==> config.mk <==
export PLATFORM = sky130hd
export DESIGN_NAME = cnp_node
export DESIGN_NICKNAME = d
export VERILOG_FILES = /design/src/design/cnp_pkg.sv /design/src/design/cnp_man_rx.sv /design/src/design/cnp_node.sv
export SDC_FILE = /design/constraint.sdc
export NUM_CORES = 1
export LEC_CHECK = 0
export BUFFER_PORTS_ARGS = -buffer_cell sky130_fd_sc_hd__buf_2
export CAP_MARGIN = 20
export CORE_MARGIN = 4
export CORE_UTILIZATION = 60
export DETAILED_ROUTE_END_ITERATION = 7
export PLACE_DENSITY = 0.81
export SLEW_MARGIN = 20
export SYNTH_ARGS = -nofsm -noshare
export SYNTH_HDL_FRONTEND = slang
export SYNTH_SLANG_ARGS = --single-unit
export TNS_END_PERCENT = 5
==> constraint.sdc <==
create_clock -name ref_clk -period 10.7 [get_ports ref_clk]
set_input_delay 0.535 -clock ref_clk [delete_from_list [all_inputs] [get_ports ref_clk]]
set_output_delay 0.535 -clock ref_clk [all_outputs]
set_load 0.03 [all_outputs]
==> src/design/cnp_pkg.sv <==
// package for the chain node port and state logic
package cnp_pkg;
  typedef enum logic [2:0] {
    CNP_ST_POR,
    CNP_ST_DETECT,
    CNP_ST_UNCONF,
    CNP_ST_SLEEP,
    CNP_ST_ACTIVE,
    CNP_ST_LOWPWR
  } cnp_state_e;
  typedef enum logic [1:0] {
    CNP_MODE_DIFF,
    CNP_MODE_MCU,
    CNP_MODE_EOC,
    CNP_MODE_XCVR
  } cnp_mode_e;
  // command codes on the decoded command port
  localparam logic [3:0] CMD_ENUMERATE = 4'h1;
  localparam logic [3:0] CMD_RESET = 4'h2;
  localparam logic [3:0] CMD_CLEAR_FAULTS = 4'h3;
  localparam logic [3:0] CMD_SET_OT = 4'h4;
  localparam logic [3:0] CMD_WRITE_SETUP = 4'h5;
  localparam logic [3:0] CMD_WRITE_DUTY = 4'h6;
  localparam logic [3:0] CMD_SLEEP = 4'h7;
  localparam logic [3:0] CMD_ACTIVE = 4'h8;
  localparam logic [3:0] CMD_LOW_POWER = 4'h9;
  localparam int CLK_MHZ = 125;
  localparam int STARTUP_US = 1000;
  localparam int STARTUP_CYC = STARTUP_US * CLK_MHZ;
  localparam int DETECT_US = 40;
  localparam int DETECT_CYC = DETECT_US * CLK_MHZ;
  localparam int UP_DIV = 16;
  localparam logic [15:0] DUTY_RESET = 16'h0000;
  localparam logic [15:0] DUTY_MIN = 16'h0010;
  localparam int NUM_CH = 3;
  localparam int FRAME_BITS = 8;
  localparam int MAN_HALF = 16;
endpackage

==> src/design/cnp_man_rx.sv <==
// manchester receiver: one bit per full period, decided on the mid-bit edge
`timescale 1ns/1ns
module cnp_man_rx #(
  parameter int HALF = cnp_pkg::MAN_HALF
) (
  input wire logic ref_clk,
  input wire logic rst,
  input wire logic enable,
  input wire logic line_in,
  output logic bit_valid,
  output logic bit_value
);
  logic prev_reg, prev_next;
  logic [7:0] cnt_reg, cnt_next;
  logic bv_reg, bv_next;
  logic bd_reg, bd_next;
  localparam logic [7:0] WIN = 8'((HALF * 3) / 2);

  always_comb begin
    prev_next = line_in;
    cnt_next = (cnt_reg == 8'hFF) ? cnt_reg : cnt_reg + 8'h01;
    bv_next = 1'b0;
    bd_next = bd_reg;
    if (!enable) begin
      cnt_next = 8'hFF;
    end else if (line_in != prev_reg) begin
      // edges closer than 1.5 half-periods are bit-boundary edges, ignored
      if (cnt_reg >= WIN) begin
        bv_next = 1'b1;
        bd_next = line_in;
        cnt_next = 8'h00;
      end
    end
  end

  always_ff @(posedge ref_clk or posedge rst) begin
    if (rst) begin
      prev_reg <= 1'b0;
      cnt_reg <= 8'hFF;
      bv_reg <= 1'b0;
      bd_reg <= 1'b0;
    end else begin
      prev_reg <= prev_next;
      cnt_reg <= cnt_next;
      bv_reg <= bv_next;
      bd_reg <= bd_next;
    end
  end

  assign bit_valid = bv_reg;
  assign bit_value = bd_reg;
endmodule

==> src/design/cnp_node.sv <==
// chain node port modes, startup sequence and device state machine
// Summary of operation
// in host mode the host sends manchester data on the positive pin
// in host mode the negative pin is ignored on receive
// upstream sends data on positive pin, clock on negative, with start and stop
// upstream clock polarity is invertible by command
// both pins driven to strap idle levels before and after upstream messages
// both pins pulled up at detection selects transceiver mode
// transceiver mode: positive pin is manchester output only
// transceiver mode: negative pin is manchester input, ignored while sending
// the transceiver must carry at least 4.8 Mbit/s
// both pins pulled down at detection selects differential mode
// a single-port host must turn around fast enough for the reply
// after power-up: unconfigured, duty values zero, drivers off
// unconfigured accepts only enumerate and listed broadcast commands
// broadcasts forwarded as they arrive, addressed ones after full receipt
// sleep entered on enumerate, sleep command or fault with fault-to-sleep
// sleep keeps drivers off and duty values, still accepts updates
// active entered on active command only with no fault present
// active drives each channel from its settings, accepts updates
// on entering active, one open/short check per channel above minimum
// low-power command accepted, behaves like sleep
// host waits about 1 ms, sends setup, then enumerate
// strapping sampled after every reset command and power-on
// end-of-chain strap marks the node as last in chain
// startup sequence finishes in about 1 ms
`timescale 1ns/1ns
module cnp_node #(
  parameter int STARTUP_CYCLES = cnp_pkg::STARTUP_CYC,
  parameter int DETECT_CYCLES = cnp_pkg::DETECT_CYC,
  parameter int NCH = cnp_pkg::NUM_CH
) (
  input wire logic ref_clk,
  input wire logic rst,
  input wire logic serial_pin_pos_in,
  output logic serial_pin_pos_out,
  output logic serial_pin_pos_oe,
  input wire logic serial_pin_neg_in,
  output logic serial_pin_neg_out,
  output logic serial_pin_neg_oe,
  input wire logic cmd_valid,
  input wire logic [3:0] cmd_code,
  input wire logic cmd_broadcast,
  input wire logic [1:0] cmd_channel,
  input wire logic [15:0] cmd_data,
  input wire logic fault_present,
  input wire logic fault_event,
  input wire logic up_valid,
  input wire logic [7:0] up_data,
  output logic up_ready,
  output logic rx_bit_valid,
  output logic rx_bit_value,
  output logic fwd_now,
  output logic fwd_after,
  output logic [2:0] node_state,
  output logic [1:0] port_mode,
  output logic last_in_chain,
  output logic [NCH-1:0] driver_en,
  output logic [NCH*16-1:0] duty_out,
  output logic [NCH-1:0] check_start
);
  localparam logic [31:0] ST_CYC = 32'(STARTUP_CYCLES);
  localparam logic [31:0] DT_CYC = 32'(DETECT_CYCLES);
  localparam logic [4:0] DIV_LAST = 5'(cnp_pkg::UP_DIV - 1);
  localparam logic [3:0] BITS_LAST = 4'(cnp_pkg::FRAME_BITS - 1);
  localparam logic [4:0] DIV_HALF = 5'(cnp_pkg::UP_DIV / 2);

  // two-stage synchronisers on both pins
  logic [1:0] p_sync, n_sync;
  always_ff @(posedge ref_clk or posedge rst) begin
    if (rst) begin
      p_sync <= 2'h0;
      n_sync <= 2'h0;
    end else begin
      p_sync <= {p_sync[0], serial_pin_pos_in};
      n_sync <= {n_sync[0], serial_pin_neg_in};
    end
  end

  cnp_pkg::cnp_state_e st_reg, st_next;
  cnp_pkg::cnp_mode_e mode_reg, mode_next;
  logic [31:0] tmr_reg, tmr_next;
  logic pol_reg, pol_next, f2s_reg, f2s_next;
  logic [NCH*16-1:0] duty_reg, duty_next;
  logic [NCH-1:0] drv_reg, drv_next, chk_reg, chk_next, done_reg, done_next;
  logic fnow_reg, fnow_next, faft_reg, faft_next, lic_reg, lic_next;
  // upstream sender
  typedef enum logic [1:0] {CNP_UP_IDLE, CNP_UP_START, CNP_UP_DATA, CNP_UP_STOP} cnp_up_e;
  cnp_up_e up_reg, up_next;
  logic [4:0] div_reg, div_next;
  logic [3:0] bit_reg, bit_next;
  logic [7:0] sh_reg, sh_next;
  logic po_reg, po_next, no_reg, no_next, poe_reg, poe_next, noe_reg, noe_next, rdy_reg, rdy_next;
  logic idle_p, idle_n, tick, rx_line, rx_en, cmd_ok;

  assign tick = (div_reg == DIV_LAST);
  // negative pin never feeds the host-mode receiver
  assign rx_line = (mode_reg == cnp_pkg::CNP_MODE_XCVR) ? n_sync[1] : p_sync[1];
  assign rx_en = (st_reg != cnp_pkg::CNP_ST_POR) && (st_reg != cnp_pkg::CNP_ST_DETECT)
    && (mode_reg != cnp_pkg::CNP_MODE_EOC)
    && !(mode_reg == cnp_pkg::CNP_MODE_XCVR && up_reg != CNP_UP_IDLE);

  cnp_man_rx u_rx (
    .ref_clk(ref_clk),
    .rst(rst),
    .enable(rx_en),
    .line_in(rx_line),
    .bit_valid(rx_bit_valid),
    .bit_value(rx_bit_value)
  );

  // idle levels follow the strap: host mode rests pos high/neg low, end-of-chain the reverse
  always_comb begin
    idle_p = (mode_reg != cnp_pkg::CNP_MODE_EOC);
    idle_n = (mode_reg == cnp_pkg::CNP_MODE_EOC); // polarity only applies inside a frame
  end

  // command acceptance filter
  always_comb begin
    cmd_ok = 1'b1;
    if (st_reg == cnp_pkg::CNP_ST_UNCONF) begin
      unique case (cmd_code)
        cnp_pkg::CMD_ENUMERATE: cmd_ok = 1'b1;
        cnp_pkg::CMD_RESET, cnp_pkg::CMD_CLEAR_FAULTS, cnp_pkg::CMD_SET_OT,
        cnp_pkg::CMD_WRITE_SETUP, cnp_pkg::CMD_WRITE_DUTY: cmd_ok = cmd_broadcast;
        default: cmd_ok = 1'b0;
      endcase
    end else if (st_reg == cnp_pkg::CNP_ST_POR || st_reg == cnp_pkg::CNP_ST_DETECT) begin
      cmd_ok = 1'b0;
    end
  end

  // state machine
  always_comb begin
    st_next = st_reg;
    mode_next = mode_reg;
    tmr_next = tmr_reg + 32'h1;
    pol_next = pol_reg;
    f2s_next = f2s_reg;
    duty_next = duty_reg;
    chk_next = '0;
    done_next = done_reg;
    fnow_next = 1'b0;
    faft_next = 1'b0;
    if (cmd_valid) begin
      fnow_next = cmd_broadcast;
      faft_next = !cmd_broadcast;
    end
    unique case (st_reg)
      cnp_pkg::CNP_ST_POR: begin
        if (tmr_reg >= ST_CYC - DT_CYC) begin
          st_next = cnp_pkg::CNP_ST_DETECT;
          tmr_next = 32'h0;
        end
      end
      cnp_pkg::CNP_ST_DETECT: begin
        if (tmr_reg >= DT_CYC - 32'h1) begin
          unique case ({p_sync[1], n_sync[1]})
            2'b11: mode_next = cnp_pkg::CNP_MODE_XCVR;
            2'b00: mode_next = cnp_pkg::CNP_MODE_DIFF;
            2'b10: mode_next = cnp_pkg::CNP_MODE_MCU;
            2'b01: mode_next = cnp_pkg::CNP_MODE_EOC;
          endcase
          st_next = cnp_pkg::CNP_ST_UNCONF;
        end
      end
      default: begin
        if (fault_event && f2s_reg && st_reg == cnp_pkg::CNP_ST_ACTIVE) begin
          st_next = cnp_pkg::CNP_ST_SLEEP;
        end
      end
    endcase
    if (cmd_valid && cmd_ok) begin
      unique case (cmd_code)
        cnp_pkg::CMD_RESET: begin
          st_next = cnp_pkg::CNP_ST_POR;
          tmr_next = 32'h0;
          mode_next = cnp_pkg::CNP_MODE_DIFF;
          duty_next = '0;
          pol_next = 1'b0;
          f2s_next = 1'b0;
          done_next = '0;
        end
        cnp_pkg::CMD_ENUMERATE: st_next = cnp_pkg::CNP_ST_SLEEP;
        cnp_pkg::CMD_SLEEP: st_next = cnp_pkg::CNP_ST_SLEEP;
        cnp_pkg::CMD_LOW_POWER: st_next = cnp_pkg::CNP_ST_LOWPWR;
        cnp_pkg::CMD_ACTIVE: begin
          if (!fault_present && st_reg != cnp_pkg::CNP_ST_ACTIVE) begin
            st_next = cnp_pkg::CNP_ST_ACTIVE;
            done_next = '0;
          end
        end
        cnp_pkg::CMD_WRITE_SETUP: begin
          pol_next = cmd_data[0];
          f2s_next = cmd_data[1];
        end
        cnp_pkg::CMD_WRITE_DUTY: begin
          for (int i = 0; i < NCH; i++) begin
            if (cmd_broadcast || cmd_channel == 2'(i)) begin
              duty_next[i*16 +: 16] = cmd_data;
            end
          end
        end
        default: ;
      endcase
    end
    // one check per channel above minimum, rearmed when duty falls to or below it
    for (int i = 0; i < NCH; i++) begin
      if (duty_reg[i*16 +: 16] <= cnp_pkg::DUTY_MIN) begin
        done_next[i] = 1'b0;
      end else if (st_reg == cnp_pkg::CNP_ST_ACTIVE && !done_reg[i]) begin
        chk_next[i] = 1'b1;
        done_next[i] = 1'b1;
      end
    end
    for (int i = 0; i < NCH; i++) begin
      drv_next[i] = (st_next == cnp_pkg::CNP_ST_ACTIVE) && (duty_next[i*16 +: 16] != cnp_pkg::DUTY_RESET);
    end
    lic_next = (mode_next == cnp_pkg::CNP_MODE_EOC);
  end

  // upstream sender: host/end-of-chain use data+clock, transceiver manchester on pos
  always_comb begin
    up_next = up_reg;
    div_next = tick ? 5'h00 : div_reg + 5'h01;
    bit_next = bit_reg;
    sh_next = sh_reg;
    rdy_next = 1'b0;
    po_next = idle_p;
    no_next = idle_n;
    // host mode shares pos with the host's sender, so it is driven only around a frame
    poe_next = (mode_reg == cnp_pkg::CNP_MODE_EOC || mode_reg == cnp_pkg::CNP_MODE_XCVR) || (mode_reg == cnp_pkg::CNP_MODE_MCU
      && (up_valid || up_reg != CNP_UP_IDLE || (poe_reg && po_reg != idle_p)));
    noe_next = (mode_reg == cnp_pkg::CNP_MODE_MCU || mode_reg == cnp_pkg::CNP_MODE_EOC);
    if (st_reg == cnp_pkg::CNP_ST_POR || st_reg == cnp_pkg::CNP_ST_DETECT) begin
      poe_next = 1'b0;
      noe_next = 1'b0;
    end
    unique case (up_reg)
      CNP_UP_IDLE: begin
        if (up_valid && poe_next && tick) begin
          sh_next = up_data;
          rdy_next = 1'b1;
          up_next = CNP_UP_START;
        end
      end
      CNP_UP_START: begin
        po_next = !idle_p; // start: data toggles while clock rests
        if (tick) begin
          up_next = CNP_UP_DATA;
          bit_next = 4'h0;
        end
      end
      CNP_UP_DATA: begin
        if (mode_reg == cnp_pkg::CNP_MODE_XCVR) begin
          po_next = sh_reg[7] ^ (div_reg < DIV_HALF); // first half inverted, as the receiver expects
        end else begin
          po_next = sh_reg[7];
          no_next = (div_reg >= DIV_HALF) ^ pol_reg;
        end
        if (tick) begin
          sh_next = {sh_reg[6:0], 1'b0};
          bit_next = bit_reg + 4'h1;
          if (bit_reg == BITS_LAST) begin
            up_next = CNP_UP_STOP;
          end
        end
      end
      CNP_UP_STOP: begin
        po_next = !idle_p;
        no_next = idle_n;
        if (tick) begin
          up_next = CNP_UP_IDLE;
        end
      end
    endcase
  end

  always_ff @(posedge ref_clk or posedge rst) begin
    if (rst) begin
      st_reg <= cnp_pkg::CNP_ST_POR;
      mode_reg <= cnp_pkg::CNP_MODE_DIFF;
      tmr_reg <= 32'h0;
      pol_reg <= 1'b0;
      f2s_reg <= 1'b0;
      duty_reg <= '0;
      drv_reg <= '0;
      chk_reg <= '0;
      done_reg <= '0;
      fnow_reg <= 1'b0;
      faft_reg <= 1'b0;
      lic_reg <= 1'b0;
      up_reg <= CNP_UP_IDLE;
      div_reg <= 5'h00;
      bit_reg <= 4'h0;
      sh_reg <= 8'h00;
      po_reg <= 1'b0;
      no_reg <= 1'b0;
      poe_reg <= 1'b0;
      noe_reg <= 1'b0;
      rdy_reg <= 1'b0;
    end else begin
      st_reg <= st_next;
      mode_reg <= mode_next;
      tmr_reg <= tmr_next;
      pol_reg <= pol_next;
      f2s_reg <= f2s_next;
      duty_reg <= duty_next;
      drv_reg <= drv_next;
      chk_reg <= chk_next;
      done_reg <= done_next;
      fnow_reg <= fnow_next;
      faft_reg <= faft_next;
      lic_reg <= lic_next;
      up_reg <= up_next;
      div_reg <= div_next;
      bit_reg <= bit_next;
      sh_reg <= sh_next;
      po_reg <= po_next;
      no_reg <= no_next;
      poe_reg <= poe_next;
      noe_reg <= noe_next;
      rdy_reg <= rdy_next;
    end
  end

  assign serial_pin_pos_out = po_reg;
  assign serial_pin_neg_out = no_reg;
  assign serial_pin_pos_oe = poe_reg;
  assign serial_pin_neg_oe = noe_reg;
  assign up_ready = rdy_reg;
  assign fwd_now = fnow_reg;
  assign fwd_after = faft_reg;
  assign node_state = st_reg;
  assign port_mode = mode_reg;
  assign last_in_chain = lic_reg;
  assign driver_en = drv_reg;
  assign duty_out = duty_reg;
  assign check_start = chk_reg;
endmodule

# Yosys cells after proc, flatten, opt, wreduce, memory -nomap -nowiden

Index checks and enable logic that the tools add are counted.

Reduce and logical (&&, ||, !) cells: 63
$mul: 0
Add/sub/neg operators: 4
Bitwise logic cells: 2
Divide/modulo/power cells: 0
Equality and inequality tests: 41
Shift operators: 0
Muxes and demuxes: 72
Magnitude comparators: 8

Operators by type and width:

| operator                | number |
|---|---|
| $mux W32                | 4 |
| $pmux W48 S2            | 1 |
| $le A16 B5 Y1 const B   | 3 |
| $mux W16                | 3 |
| $mux W48                | 1 |
| $mux W8                 | 6 |
| $reduce_bool A16 Y1     | 3 |
| $add A32 B1 Y32 const B | 1 |
| $ge A32 B13 Y1 const B  | 1 |
| $ge A32 B17 Y1 const B  | 1 |
| $mux W1                 | 27 |
| $mux W3                 | 7 |
| $eq A4 B3 Y1 const B    | 5 |
| $logic_and A1 B1 Y1     | 18 |
| $mux W2                 | 9 |
| $reduce_and A3 Y1       | 6 |
| $eq A2 B2 Y1 const B    | 8 |
| $pmux W2 S4             | 2 |
| $pmux W8 S2             | 1 |
| $ne A2 B2 Y1 const B    | 6 |
| $ne A4 B4 Y1 const B    | 3 |
| $pmux W3 S2             | 2 |
| $pmux W3 S4             | 1 |
| $reduce_bool A3 Y1      | 4 |
| 33 further kinds        | 67 |

Bits in writable memories: 0
Bits in latches: 0
Memories kept: 0
Bits in read-only memories: 0
Flip-flop bits (word level): 138
Input bits: 39
Word-level logic and storage cells: 219

# Logic depth before layout (Yosys ltp)

Gate-level depths: netlist of the first run.

Depth in word-level cells: 11
Gate-level depth with buffers: 10
Depth with buffers taken out: 8

# Cells and area by module

Synthesis of the first run repeated with hierarchy kept, for this count alone.

Cell total of the unflattened synthesis: 610
Area, all modules: 6,616.3 sq um

By module, submodules not included:

| module     | times used | cells an instance | sequential area each (sq um) | area an instance (sq um) |
|---|---|---|---|---|
| cnp_node   | 1          | 551               | 3,178.0                      | 6,012.0 |
| cnp_man_rx | 1          | 59                | 285.3                        | 604.3 |

# Worst setup path after synthesis of the first run

No wires, ideal clock.

Kind: register to register
Start point: register mode_reg[1] (netlist: port_mode[1])
End point: register sh_reg[1]
Library setup time: 77 ps
Period minus slack after synthesis: 2,286 ps
Data required time: 10,623 ps
Stages on the path, launching flop included: 10
Data arrival time: 2,208 ps
Buffers on the path: 2
Path slack: 8,414 ps
Path through: dfrtp_1 -> ha_1 -> clkbuf_1 -> nor3_1 -> or3b_1 -> mux2_2 -> nor2_2 -> buf_2 -> nor2_1 -> a21oi_1

Word-level cells in the longest chain between the ends: 11

RTL lines:

| item                                | RTL line        | text |
|---|---|---|
| start, declared                     | cnp_node.sv:81  | `cnp_pkg::cnp_mode_e mode_reg, mode_next;` |
| start signal, assigned              | cnp_node.sv:282 | `mode_reg <= cnp_pkg::CNP_MODE_DIFF;` |
| start signal, assigned              | cnp_node.sv:304 | `mode_reg <= mode_next;` |
| $ne A2 B2 Y1                        | cnp_node.sv:114 | `idle_p = (mode_reg != cnp_pkg::CNP_MODE_EOC);` |
| $ne A1 B1 Y1                        | cnp_node.sv:233 | `&& (up_valid \|\| up_reg != CNP_UP_IDLE \|\| (poe_reg && po_reg != idle_p)));` |
| $logic_and A1 B1 Y1                 | cnp_node.sv:233 |  |
| $logic_or A1 B1 Y1                  | cnp_node.sv:233 |  |
| $logic_and A1 B1 Y1                 | cnp_node.sv:233 |  |
| $logic_or A1 B1 Y1 *                | cnp_node.sv:232 | `poe_next = (mode_reg == cnp_pkg::CNP_MODE_EOC \|\| mode_reg == cnp_pkg::CNP_MODE_XCVR) \|\| (mode_reg == cnp_pkg:: ...` |
| $mux W1 *                           | cnp_node.sv:235 | `if (st_reg == cnp_pkg::CNP_ST_POR \|\| st_reg == cnp_pkg::CNP_ST_DETECT) begin` |
| $logic_and A1 B1 Y1 * (2 in series) | cnp_node.sv:241 | `if (up_valid && poe_next && tick) begin` |
| $ne A2 B2 Y1 (no line) *            | --              |  |
| $reduce_and A3 Y1 (no line) *       | --              |  |
| end signal, assigned                | cnp_node.sv:318 | `sh_reg <= sh_next;` |
| end, declared                       | cnp_node.sv:92  | `logic [7:0] sh_reg, sh_next;` |

Every way passes the cells marked *; elsewhere a longest branch is shown, timed or not.
A chain may end at the register's enable or synchronous reset.

# Worst setup path in the final report of the first run

Start point: register tmr_reg[25]
End point: register drv_reg[0] (netlist: driver_en[0])

Word-level cells in the longest chain between the ends: 8

RTL lines:

| item                                             | RTL line                         | text |
|---|---|---|
| start, declared                                  | cnp_node.sv:82                   | `logic [31:0] tmr_reg, tmr_next;` |
| start signal, assigned                           | cnp_node.sv:305                  | `tmr_reg <= tmr_next;` |
| $ge A32 B13 Y1 or $ge A32 B17 Y1 (tied branches) | cnp_node.sv:157, cnp_node.sv:151 |  |
| $mux W3 (on tied branches)                       | cnp_node.sv:157, cnp_node.sv:151 |  |
| $pmux W3 S2 *                                    | cnp_node.sv:149                  | `unique case (st_reg)` |
| $mux W3                                          | cnp_node.sv:188                  | `if (!fault_present && st_reg != cnp_pkg::CNP_ST_ACTIVE) begin` |
| $pmux W3 S4                                      | cnp_node.sv:174                  | `unique case (cmd_code)` |
| $mux W3 *                                        | cnp_node.sv:173                  | `if (cmd_valid && cmd_ok) begin` |
| $eq A3 B3 Y1 *                                   | cnp_node.sv:217                  | `drv_next[i] = (st_next == cnp_pkg::CNP_ST_ACTIVE) && (duty_next[i*16 +: 16] != cnp_pkg::DUTY_RESET);` |
| $logic_and A1 B1 Y1 *                            | cnp_node.sv:217                  |  |
| net drv_next[0]                                  | cnp_node.sv:85                   | `logic [NCH-1:0] drv_reg, drv_next, chk_reg, chk_next, done_reg, done_next;` |
| end signal, assigned                             | cnp_node.sv:309                  | `drv_reg <= drv_next;` |
| end, declared                                    | cnp_node.sv:85                   |  |

The timed path passes the listed nets; every way through them passes the cells marked *.

==> metrics.md, run 1 <==
| Metric | Value |
|---|---|
| TritonCTS clock tree | `yes` |
| F_max | `391 MHz` |
| Post-synth top flop | `dfrtp_1` |
| Peak supply drop | `0.000191 V` |
| Avg Cell Area, Syn | `10.8 µm²` |
| Worst R2R Start | `tmr_reg[25]` |
| Layout Cells excl Fill | `857` |
| Seq cells post-synth | `138` |
| Critical-path cell list | `nor4_1 -> nand4_1 -> o311ai_1 -> o21ai_1 -> o211ai_1 -> a21oi_1` |
| Register area | `3460 µm²` |
| Most frequent cells in the layout | `dfrtp_1 (130), buf_2 (107), nor2_1 (70), a22o_1 (48), a21oi_1 (29)` |
| Cell taking the most area after synthesis | `dfrtp_1` |
| Largest net degree at the start of global routing | `84` |
| Number of synthesized flops with an enable pin | `0` |
| Number of flip-flops under the largest register name | `48` |
| Hold Buf Count CTS | `0` |
| Setup TNS | `0 ps` |
| Area of the core | `10400 µm²` |
| Synth warnings | `0` |
| Initial core utilization | `62.0%` |
| Die ar. | `12500 µm²` |
| Worst hold slack | `124 ps` |
| CTS sink cnt | `138` |
| Fin. max-slew vios | `0` |
| Largest fanout on the critical path | `5` |
| Top post-synthesis cells by area | `dfrtp_1 (50%), a22o_1 (6.5%), nor2_1 (4.1%), dfstp_2 (3.3%), xnor2_1 (2.8%)` |
| DRC Markers | `0` |
| Initial antenna violation count | `0` |
| Number of port buffers | `107` |
| Post-synth design cell area | `6450 µm²` |
| DIE WIDTH | `112 µm` |
| Post-DP HPWL | `10.9 mm` |
| P&R area growth vs syn | `20.0%` |
| Commonest non-fill, non-tap cell in the layout | `dfrtp_1` |
| First-pass GRT wire length | `26.6 mm` |
| Sequential area share after synthesis | `53.7%` |
| Worst Setup SP | `tmr_reg[25]` |
| Pre-CTS WS | `8110 ps` |
| Reg clk slew, reported paths | `60 ps` |
| Tmin final | `2560 ps` |
| Synth async-reset ratio | `100%` |
| Max Cap Viol | `0` |
| Critical path required time | `11100 ps` |
| LEAKAGE | `3.73 nW` |
| Via Count | `5368` |
| Crit path kind | `reg2reg` |
| Power per cell area | `272 nW/µm²` |
| Area after DPL | `7080 µm²` |
| Worst path slowest cell | `o311ai_1` |
| All-Layer GR Usage | `26.5%` |
| Number of core rows | `37` |
| WP data arrival | `2960 ps` |
| Drt wl/cell | `19.1 µm` |
| Synth Instances | `599` |
| Postcts setup bufs | `0` |
| CP endpoint kind | `flip-flop` |
| Worst-Margin Slew | `965 ps` |
| Crit path max-delay family | `compound AO/OA/AOI/OAI gates` |
| R2R setup slack | `8140 ps` |
| Final hold vios | `0` |
| Final ANT Viol Nets | `0` |
| Ports | `108` |
| Footprint of the multi-input gates | `2820 µm²` |
| Design area | `7740 µm²` |
| RSZ-0062 raised after global routing | `false` |
| Library cells used by synthesis | `59` |
| Fill cells | `694` |
| Status | `finished clean` |
| Post-CTS sizing | `0` |
| Kind of start point of the critical path | `flip-flop` |
| Overflow after GRT | `0` |
| Fraction of layout cells with a size suffix above 1 | `23.9%` |
| Yosys top cell area share | `50.4%` |
| Max incr delay on CP | `830 ps` |
| Starting DRT DRC Count | `538` |
| Post-placement cell count | `824` |
| Sum of buffers and inverters on the critical path | `0` |
| Syn Nets | `651` |
| Max-Slew Margin vs Limit | `35.2%` |
| Final nets | `760` |
| Period utilisation layout | `23.9%` |
| CTS buffer count | `17` |
| HP Class | `in2async` |
| Vias/cell | `6.26` |
| Final WL | `16.4 mm` |
| CTS max path bufs | `2` |
| Clock Tree Root | `clkbuf_8` |
| Final estimated routing congestion in global placement | `0.880` |
| Vias in the first global route | `5391` |
| 1st-pass router iterations | `5` |
| N_diodes | `0` |
| Clk Latency, worst-skew pair | `520 ps` |
| Final WS setup | `8140 ps` |
| H-tree depth | `4` |
| Setup Skew | `8.01 ps` |
| Final Setup Violations | `0` |
| Die extent in y | `112 µm` |
-- layer usage --
layer | wire length, µm | up-vias | global-route usage, %
met3 | 1240 | 41 | 7.45
met1 | 6930 | 2652 | 34.6
met5 | 0 | - | 0
li1 | - | 2422 | -
met2 | 7800 | 253 | 41.6
met4 | 425 | 0 | 11.4
-- cells in the mapped netlist, types with 13 or more instances --
library cell  number
a22o_1            48
nand2_1           26
inv_1             18
dfrtp_1          130
xor2_1            15
xnor2_1           21
ha_1              13
nor3_1            16
nor2_1            70
nand3_1           28
o21ai_0           21
a21oi_1           29
nor4_1            22
-- worst reg2reg max path, delay by kind of cell (launching register included) --
family | cells | cell delay, ps
flops | 1 | 430
compound gates | 4 | 1500
simple gates | 2 | 510
-- through the flow --
| step | power, W | util, % |
|---|---|---|
| finish | 0.00210 | 74.3 |
| global placement | 0.00144 | 68.0 |
| floorplan | 0.00125 | - |
| CTS | 0.00210 | 74.1 |
| detailed placement | 0.00147 | 68.0 |
| global route | 0.00220 | 74.3 |
-- report_power, final --
group	internal, W	switching (W)
logic	0.000236	0.000447
clock network	0.000403	0.000217
registers	0.000666	0.000134
-- area by class of cell --
class / count / share of cell area, %
multi-input cells: 422 / 36.4
well taps: 136 / 2.20
clock inverters: 10 / 2.12
repair buffers: 110 / 7.47
inverters: 19 / 0.953
flip-flops and latches: 138 / 44.7
clock buffers: 22 / 6.11
-- path summary, 6_finish.rpt --
kind                                     end  cells after the start
worst min register to register     n_sync[1]                      0
worst max-delay path            driver_en[0]                      6
max in group asynchronous        duty_out[2]                      4
worst max register to register  driver_en[0]                      6
min in group ref_clk               n_sync[0]                      1
worst min-delay path               n_sync[1]                      2
-- cell families after synthesis --
logic type	synth area share, %
AO/OA/AOI/OAI	16.5
XOR/XNOR	4.89
adder cells (fa/ha/maj)	2.52
AND/OR/NAND/NOR	17.5
multiplexers	2.25
flip-flops	53.7
buffers and inverters	2.73
No activity file was read; power rests on OpenSTA's default activity.
==> run 2: changes to the inputs <==
CORE_UTILIZATION = 56   (was 60)
PLACE_DENSITY = 0.76   (was 0.81)
clock period = 2.43 ns   (was 10.7 ns; I/O delays follow)
==> run 2 against run 1 <==
Sequential share of layout area down 1.3 points. Clock power grew to 4.1 times the previous value. Non-clock buffer count increased by 30. Combinational power rose to 4.5 times the previous value. First-iteration DRC count is 14% lower. Wire length is 2.2% lower. Final cell count grew 3.6%. Count of clock-buffer cells in the layout decreased by 2. Worst setup slack got worse by 8000 ps. Via count shrank 1.0%. Utilization decreased by 2.3 points. Clock skew hardly changed. Largest cell class unchanged.
==> metrics.md, run 2 (synthesized netlist as in run 1, its figures left out) <==
| Metric | Value |
|---|---|
| WL met1 | `7.01 mm (+1.1%)` |
| Initial core utilization | `58.3% (-3.7 points)` |
| H-tree depth | `4 (unchanged)` |
| Final estimated routing congestion in global placement | `0.906 (+3.0%)` |
| Met2 WL post-DR | `7.76 mm (-0.56%)` |
| Commonest non-fill, non-tap cell in the layout | `dfrtp_1` |
| Total power | `0.00911 W (+330%)` |
| N_diodes | `0 (unchanged)` |
| WP data arrival | `2590 ps (-370 ps)` |
| Worst-Margin Slew | `767 ps (-198 ps)` |
| Footprint of the multi-input gates | `2830 µm² (+0.18%)` |
| RSZ-0062 raised after global routing | `false` |
| Crit path kind | `reg2reg` |
| Period utilisation layout | `94.4% (+70 points)` |
| Sum of buffers and inverters on the critical path | `0 (unchanged)` |
| Max Cap Viol | `0 (unchanged)` |
| All-Layer GR Usage | `25.2% (-1.2 points)` |
| Drt wl/cell | `18.1 µm (-5.6%)` |
| Initial antenna violation count | `0 (unchanged)` |
| Pre-CTS WS | `174 ps (-7930 ps)` |
| Crit path max-delay family | `multiplexers` |
| Worst path slowest cell | `dfrtp_1` |
| Most frequent cells in the layout | `dfrtp_1 (130), buf_2 (107), nor2_1 (70), a22o_1 (48), a21oi_1 (29)` |
| DIE WIDTH | `115 µm (+3.3%)` |
| DRC Markers | `0 (unchanged)` |
| P&R area growth vs syn | `23.6%` |
| Crit-path most repeated cell | `mux2_2` |
| Die ar. | `13300 µm² (+6.6%)` |
| Vias in the first global route | `5253 (-2.6%)` |
| First-pass GRT wire length | `26.4 mm (-0.68%)` |
| Design area | `7980 µm² (+3.0%)` |
| Clk Latency, worst-skew pair | `420 ps (-100 ps)` |
| Kind of start point of the critical path | `flip-flop` |
| Worst R2R Start | `port_mode[1]` |
| Peak supply drop | `0.000664 V (+250%)` |
| Worst Setup SP | `port_mode[1]` |
| Ports | `108 (unchanged)` |
| Via Count | `5313 (-1.0%)` |
| Max-Slew Margin vs Limit | `48.9% (+14 points)` |
| Overflow after GRT | `0 (unchanged)` |
| CP endpoint kind | `flip-flop` |
| Fin. max-slew vios | `0 (unchanged)` |
| Power per cell area | `1140 nW/µm² (+320%)` |
| Status | `finished clean` |
| CTS buffer count | `17 (unchanged)` |
| Vias/cell | `5.98 (-4.5%)` |
| Reg clk slew, reported paths | `50 ps (about the same)` |
| Max incr delay on CP | `440 ps (-390 ps)` |
| Final Setup Violations | `0 (unchanged)` |
| Area after DPL | `7200 µm² (+1.7%)` |
| Number of core rows | `38 (+2.7%)` |
| Largest net degree at the start of global routing | `59 (-30%)` |
| Post-DP HPWL | `11.0 mm (+1.8%)` |
| Critical-path cell list | `ha_1 -> mux2_2 -> xnor2_1 -> nor2_1 -> and2_1 -> mux2_2` |
| CTS sink cnt | `138 (unchanged)` |
| Starting DRT DRC Count | `461 (-14%)` |
| F_max | `436 MHz (+12%)` |
| Tmin final | `2290 ps (-266 ps)` |
| Final nets | `790 (+3.9%)` |
| CTS max path bufs | `2 (unchanged)` |
| Clock Tree Root | `clkbuf_16` |
| HP Class | `in2reg` |
| Layout Cells excl Fill | `888 (+3.6%)` |
| Final ANT Viol Nets | `0 (unchanged)` |
| Hold path startpoint | `cmd_data[13]` |
| Final WL | `16.0 mm (-2.2%)` |
| Post-placement cell count | `840 (+1.9%)` |
| LEAKAGE | `3.85 nW (+3.3%)` |
| Register area | `3460 µm² (unchanged)` |
| Die extent in y | `115 µm (+3.3%)` |
| 1st-pass router iterations | `4 (-1)` |
| Setup Skew | `7.92 ps (-0.0862 ps)` |
| Setup TNS | `0 ps (unchanged)` |
| Top routing layer used | `met4` |
| Area of the core | `11100 µm² (+6.4%)` |
| Fill cells | `776 (+12%)` |
| Met3 WL post-DR | `880 µm (-29%)` |
| Number of flip-flops under the largest register name | `48 (unchanged)` |
| Critical path required time | `2730 ps (-8370 ps)` |
| Final WS setup | `136 ps (-8000 ps)` |
| Largest fanout on the critical path | `7 (+2)` |
| Number of port buffers | `107 (unchanged)` |
| Fraction of layout cells with a size suffix above 1 | `24.1% (+0.21 points)` |
| TritonCTS clock tree | `yes` |
| Final hold vios | `0 (unchanged)` |
[run 2: cell type report]
class                      count  area share (%)
timing repair buffer         140            10.7
inverter                      19           0.941
sequential                   138            43.4
clock inverter                 9            1.55
clock buffer                  20            5.73
multi-input combinational    422            35.4
tap                          140            2.20
[run 2: repair_timing]
action                     4_1_cts  5_1_grt
setup endpoints to repair        0        2
buffers inserted                 0        0
gates resized for setup          0        1
hold buffers                    19        0
hold endpoints to repair        83        0
[run 2: per-stage QoR]
step	utilization [%]	hold WS (ps)
2_1_floorplan	-	153
4_1_cts	71.9	1.46
3_3_place_gp	65.0	116
5_1_grt	72.0	3.91
3_5_place_dp	65.0	118
6_report	72.0	12.7
[run 2: worst reg2reg max path, stage by stage, from the launching register on]
cell     delay, ps
dfrtp_1        440
ha_1           320
mux2_2         410
xnor2_1        130
nor2_1         270
and2_1         260
mux2_2         350
[run 2: final timing paths]
check | end | slack [ps] | cells past startpoint
setup / recovery | u_rx.bit_value | 140 | 6
hold / removal | duty_out[45] | 10 | 2
setup reg to reg | u_rx.bit_value | 140 | 6
hold reg to reg | p_sync[1] | 430 | 0
max in group asynchronous | tmr_reg[18] | 1460 | 4
min in group asynchronous | duty_out[2] | 250 | 3
[run 2: per-layer routing]
metal,track usage (%),vias up
li1,-,2482
met3,5.21,35
met5,0,-
met1,33.9,2597
met4,10.2,0
met2,40.4,199
[run 2: report_power, final]
part	total, W	switching (W)	internal [W]	leakage, nW
Clock	0.00254	0.000904	0.00164	0.291
Sequential	0.00347	0.000538	0.00293	1.79
Combinational	0.00310	0.00200	0.00110	1.77
==> run 3: changes to the inputs <==
CORE_UTILIZATION = 31   (was 56)
PLACE_DENSITY = 0.46   (was 0.76)
==> run 3 against run 2 <==
Critical path depth grew 3. Clock skew grew 4.0 ps. Maximum frequency increased by 7.0%. Highest routed layer unchanged. Largest cell class unchanged. Critical path type unchanged. Sequential power is essentially flat. Total power is 2.4% higher.
==> metrics.md, run 3 (synthesized netlist as in run 1, its figures left out) <==
| Metric | Value |
|---|---|
| TritonCTS clock tree | `yes` |
| Starting DRT DRC Count | `240 (-48%)` |
| Final nets | `784 (-0.76%)` |
| Vias/cell | `5.05 (-16%)` |
| Reg power frac | `36.8% (-1.3 points)` |
| Layout Cells excl Fill | `1015 (+14%)` |
| F_max | `467 MHz (+7.0%)` |
| Die ar. | `23200 µm² (+74%)` |
| Tmin final | `2140 ps (-151 ps)` |
| All-Layer GR Usage | `14.8% (-10 points)` |
| Largest net degree at the start of global routing | `73 (+24%)` |
| Reg clk slew, reported paths | `60 ps (about the same)` |
| Setup Skew | `12.0 ps (+4.03 ps)` |
| Initial antenna violation count | `0 (unchanged)` |
| Kind of start point of the critical path | `flip-flop` |
| P&R area growth vs syn | `25.9%` |
| Die extent in y | `152 µm (+32%)` |
| H-tree depth | `4 (unchanged)` |
| Worst path slowest cell | `dfrtp_1` |
| First-pass GRT wire length | `28.2 mm (+6.9%)` |
| Final estimated routing congestion in global placement | `0.805 (-11%)` |
| Vias in the first global route | `5169 (-1.6%)` |
| Max-Slew Margin vs Limit | `51.6% (+2.8 points)` |
| Clock Tree Root | `clkbuf_16` |
| Max incr delay on CP | `420 ps (-20 ps)` |
| WP data arrival | `2480 ps (-110 ps)` |
| Via Count | `5130 (-3.4%)` |
| Worst-Margin Slew | `726 ps (-41.3 ps)` |
| DRC Markers | `0 (unchanged)` |
| Power per cell area | `1150 nW/µm² (+0.57%)` |
| Crit path kind | `reg2reg` |
| Post-placement cell count | `971 (+16%)` |
| Largest fanout on the critical path | `14 (+7)` |
| RSZ-0062 raised after global routing | `false` |
| Peak supply drop | `0.000417 V (-37%)` |
| Final hold vios | `0 (unchanged)` |
| Final ANT Viol Nets | `0 (unchanged)` |
| N_diodes | `0 (unchanged)` |
| Ports | `108 (unchanged)` |
| Combinational Power Share | `33.3% (-0.7 points)` |
| Number of flip-flops under the largest register name | `48 (unchanged)` |
| Initial core utilization | `31.7% (-27 points)` |
| P_int | `0.00579 W (+2.1%)` |
| Status | `finished clean` |
| Overflow after GRT | `0 (unchanged)` |
| Final WL | `16.7 mm (+4.3%)` |
| Critical path required time | `2770 ps (+40 ps)` |
| CTS buffer count | `17 (unchanged)` |
| Post-CTS sizing | `0 (unchanged)` |
| Switch Pwr | `0.00354 W (+3.0%)` |
| Max Cap Viol | `0 (unchanged)` |
| Number of core rows | `52 (+37%)` |
| Setup TNS | `0 ps (unchanged)` |
| Critical-path cell list | `inv_1 -> ha_1 -> nor3_1 -> or3b_1 -> mux2_2 -> nor2_2 -> buf_4 -> nor2_1 -> a21oi_1` |
| Clk Latency, worst-skew pair | `420 ps (about the same)` |
| DIE WIDTH | `152 µm (+32%)` |
| Area of the core | `20400 µm² (+84%)` |
| Fin. max-slew vios | `0 (unchanged)` |
| Period utilisation layout | `88.2% (-6.2 points)` |
| Post-DP HPWL | `12.3 mm (+11%)` |
| Commonest non-fill, non-tap cell in the layout | `dfrtp_1` |
| Most frequent cells in the layout | `dfrtp_1 (130), buf_2 (107), nor2_1 (70), a22o_1 (48), a21oi_1 (29)` |
| Final Setup Violations | `0 (unchanged)` |
| Number of port buffers | `107 (unchanged)` |
| CTS sink cnt | `138 (unchanged)` |
| CTS max path bufs | `2 (unchanged)` |
| LEAKAGE | `3.84 nW (-0.26%)` |
| Fill cells | `2008 (+160%)` |
| CP endpoint kind | `flip-flop` |
| Sw Ratio | `38.0% (+0.20 points)` |
| Drt wl/cell | `16.5 µm (-8.7%)` |
| HP Class | `in2reg` |
| Fraction of layout cells with a size suffix above 1 | `24.8% (+0.77 points)` |
| Clock power frac | `29.9% (+2.0 points)` |
| 1st-pass router iterations | `4 (unchanged)` |
run 3: path summary, 6_finish.rpt:
path	to	cells past startpoint	startpoint	slack (ps)
setup / recovery	sh_reg[4]	9	port_mode[0]	290
min in group asynchronous	tmr_reg[20]	4	rst	380
hold reg to reg	n_sync[1]	0	n_sync[0]	370
hold / removal	sh_reg[2]	3	up_data[2]	20
max in group asynchronous	u_rx.cnt_reg[3]	4	rst	1700
setup reg to reg	sh_reg[4]	9	port_mode[0]	290
run 3: power groups by stage:
stage                     combinational [W]  clock (W)  sequential (W)
after floorplan                     0.00133          0         0.00420
after global placement              0.00311          0         0.00346
after detailed placement            0.00314          0         0.00347
after CTS                           0.00317    0.00286         0.00343
after global routing                0.00341    0.00296         0.00352
final                               0.00311    0.00279         0.00344
run 3: critical path: cells and delay by family, from the launching register on:
family | cells | cell delay [ps]
AND/OR/NAND/NOR | 4 | 640
flip-flops | 1 | 420
multiplexers | 1 | 300
buffers and inverters | 2 | 290
adder cells (fa/ha/maj) | 1 | 290
AO/OA/AOI/OAI | 1 | 120
run 3: layout make-up:
| class | count | area, µm² | share of cell area (%) |
|---|---|---|---|
| flip-flops and latches | 138 | 3460 | 42.6 |
| multi-input cells | 422 | 2820 | 34.7 |
| repair buffers | 134 | 793 | 9.76 |
| clock buffers | 17 | 425 | 5.24 |
| well taps | 270 | 338 | 4.16 |
| clock inverters | 15 | 209 | 2.57 |
| inverters | 19 | 75.1 | 0.924 |
run 3: stage by stage:
stage	util, %	power [W]	area (µm²)	setup slack, ps	hold slack (ps)
6_report	39.9	0.00933	8120	287	17.0
5_1_grt	39.9	0.00989	8120	117	2.79
4_1_cts	39.9	0.00946	8120	267	1.75
3_5_place_dp	36.2	0.00661	7370	281	239
3_3_place_gp	36.2	0.00657	7370	334	235
2_1_floorplan	-	0.00552	6460	144	153
run 3: metal layers:
layer,share of wire (%),vias to the layer above,track usage [%]
li1,-,2464,-
met1,48,2551,20.8
met2,48,106,23.0
met3,3.7,9,3.61
met4,0.93,0,3.98
met5,0,-,0
run 3: repair_timing:
item | CTS | global route
hold buffers | 12 | 0
buffers inserted | 0 | 0
endpoints found under the hold margin | 144 | 0
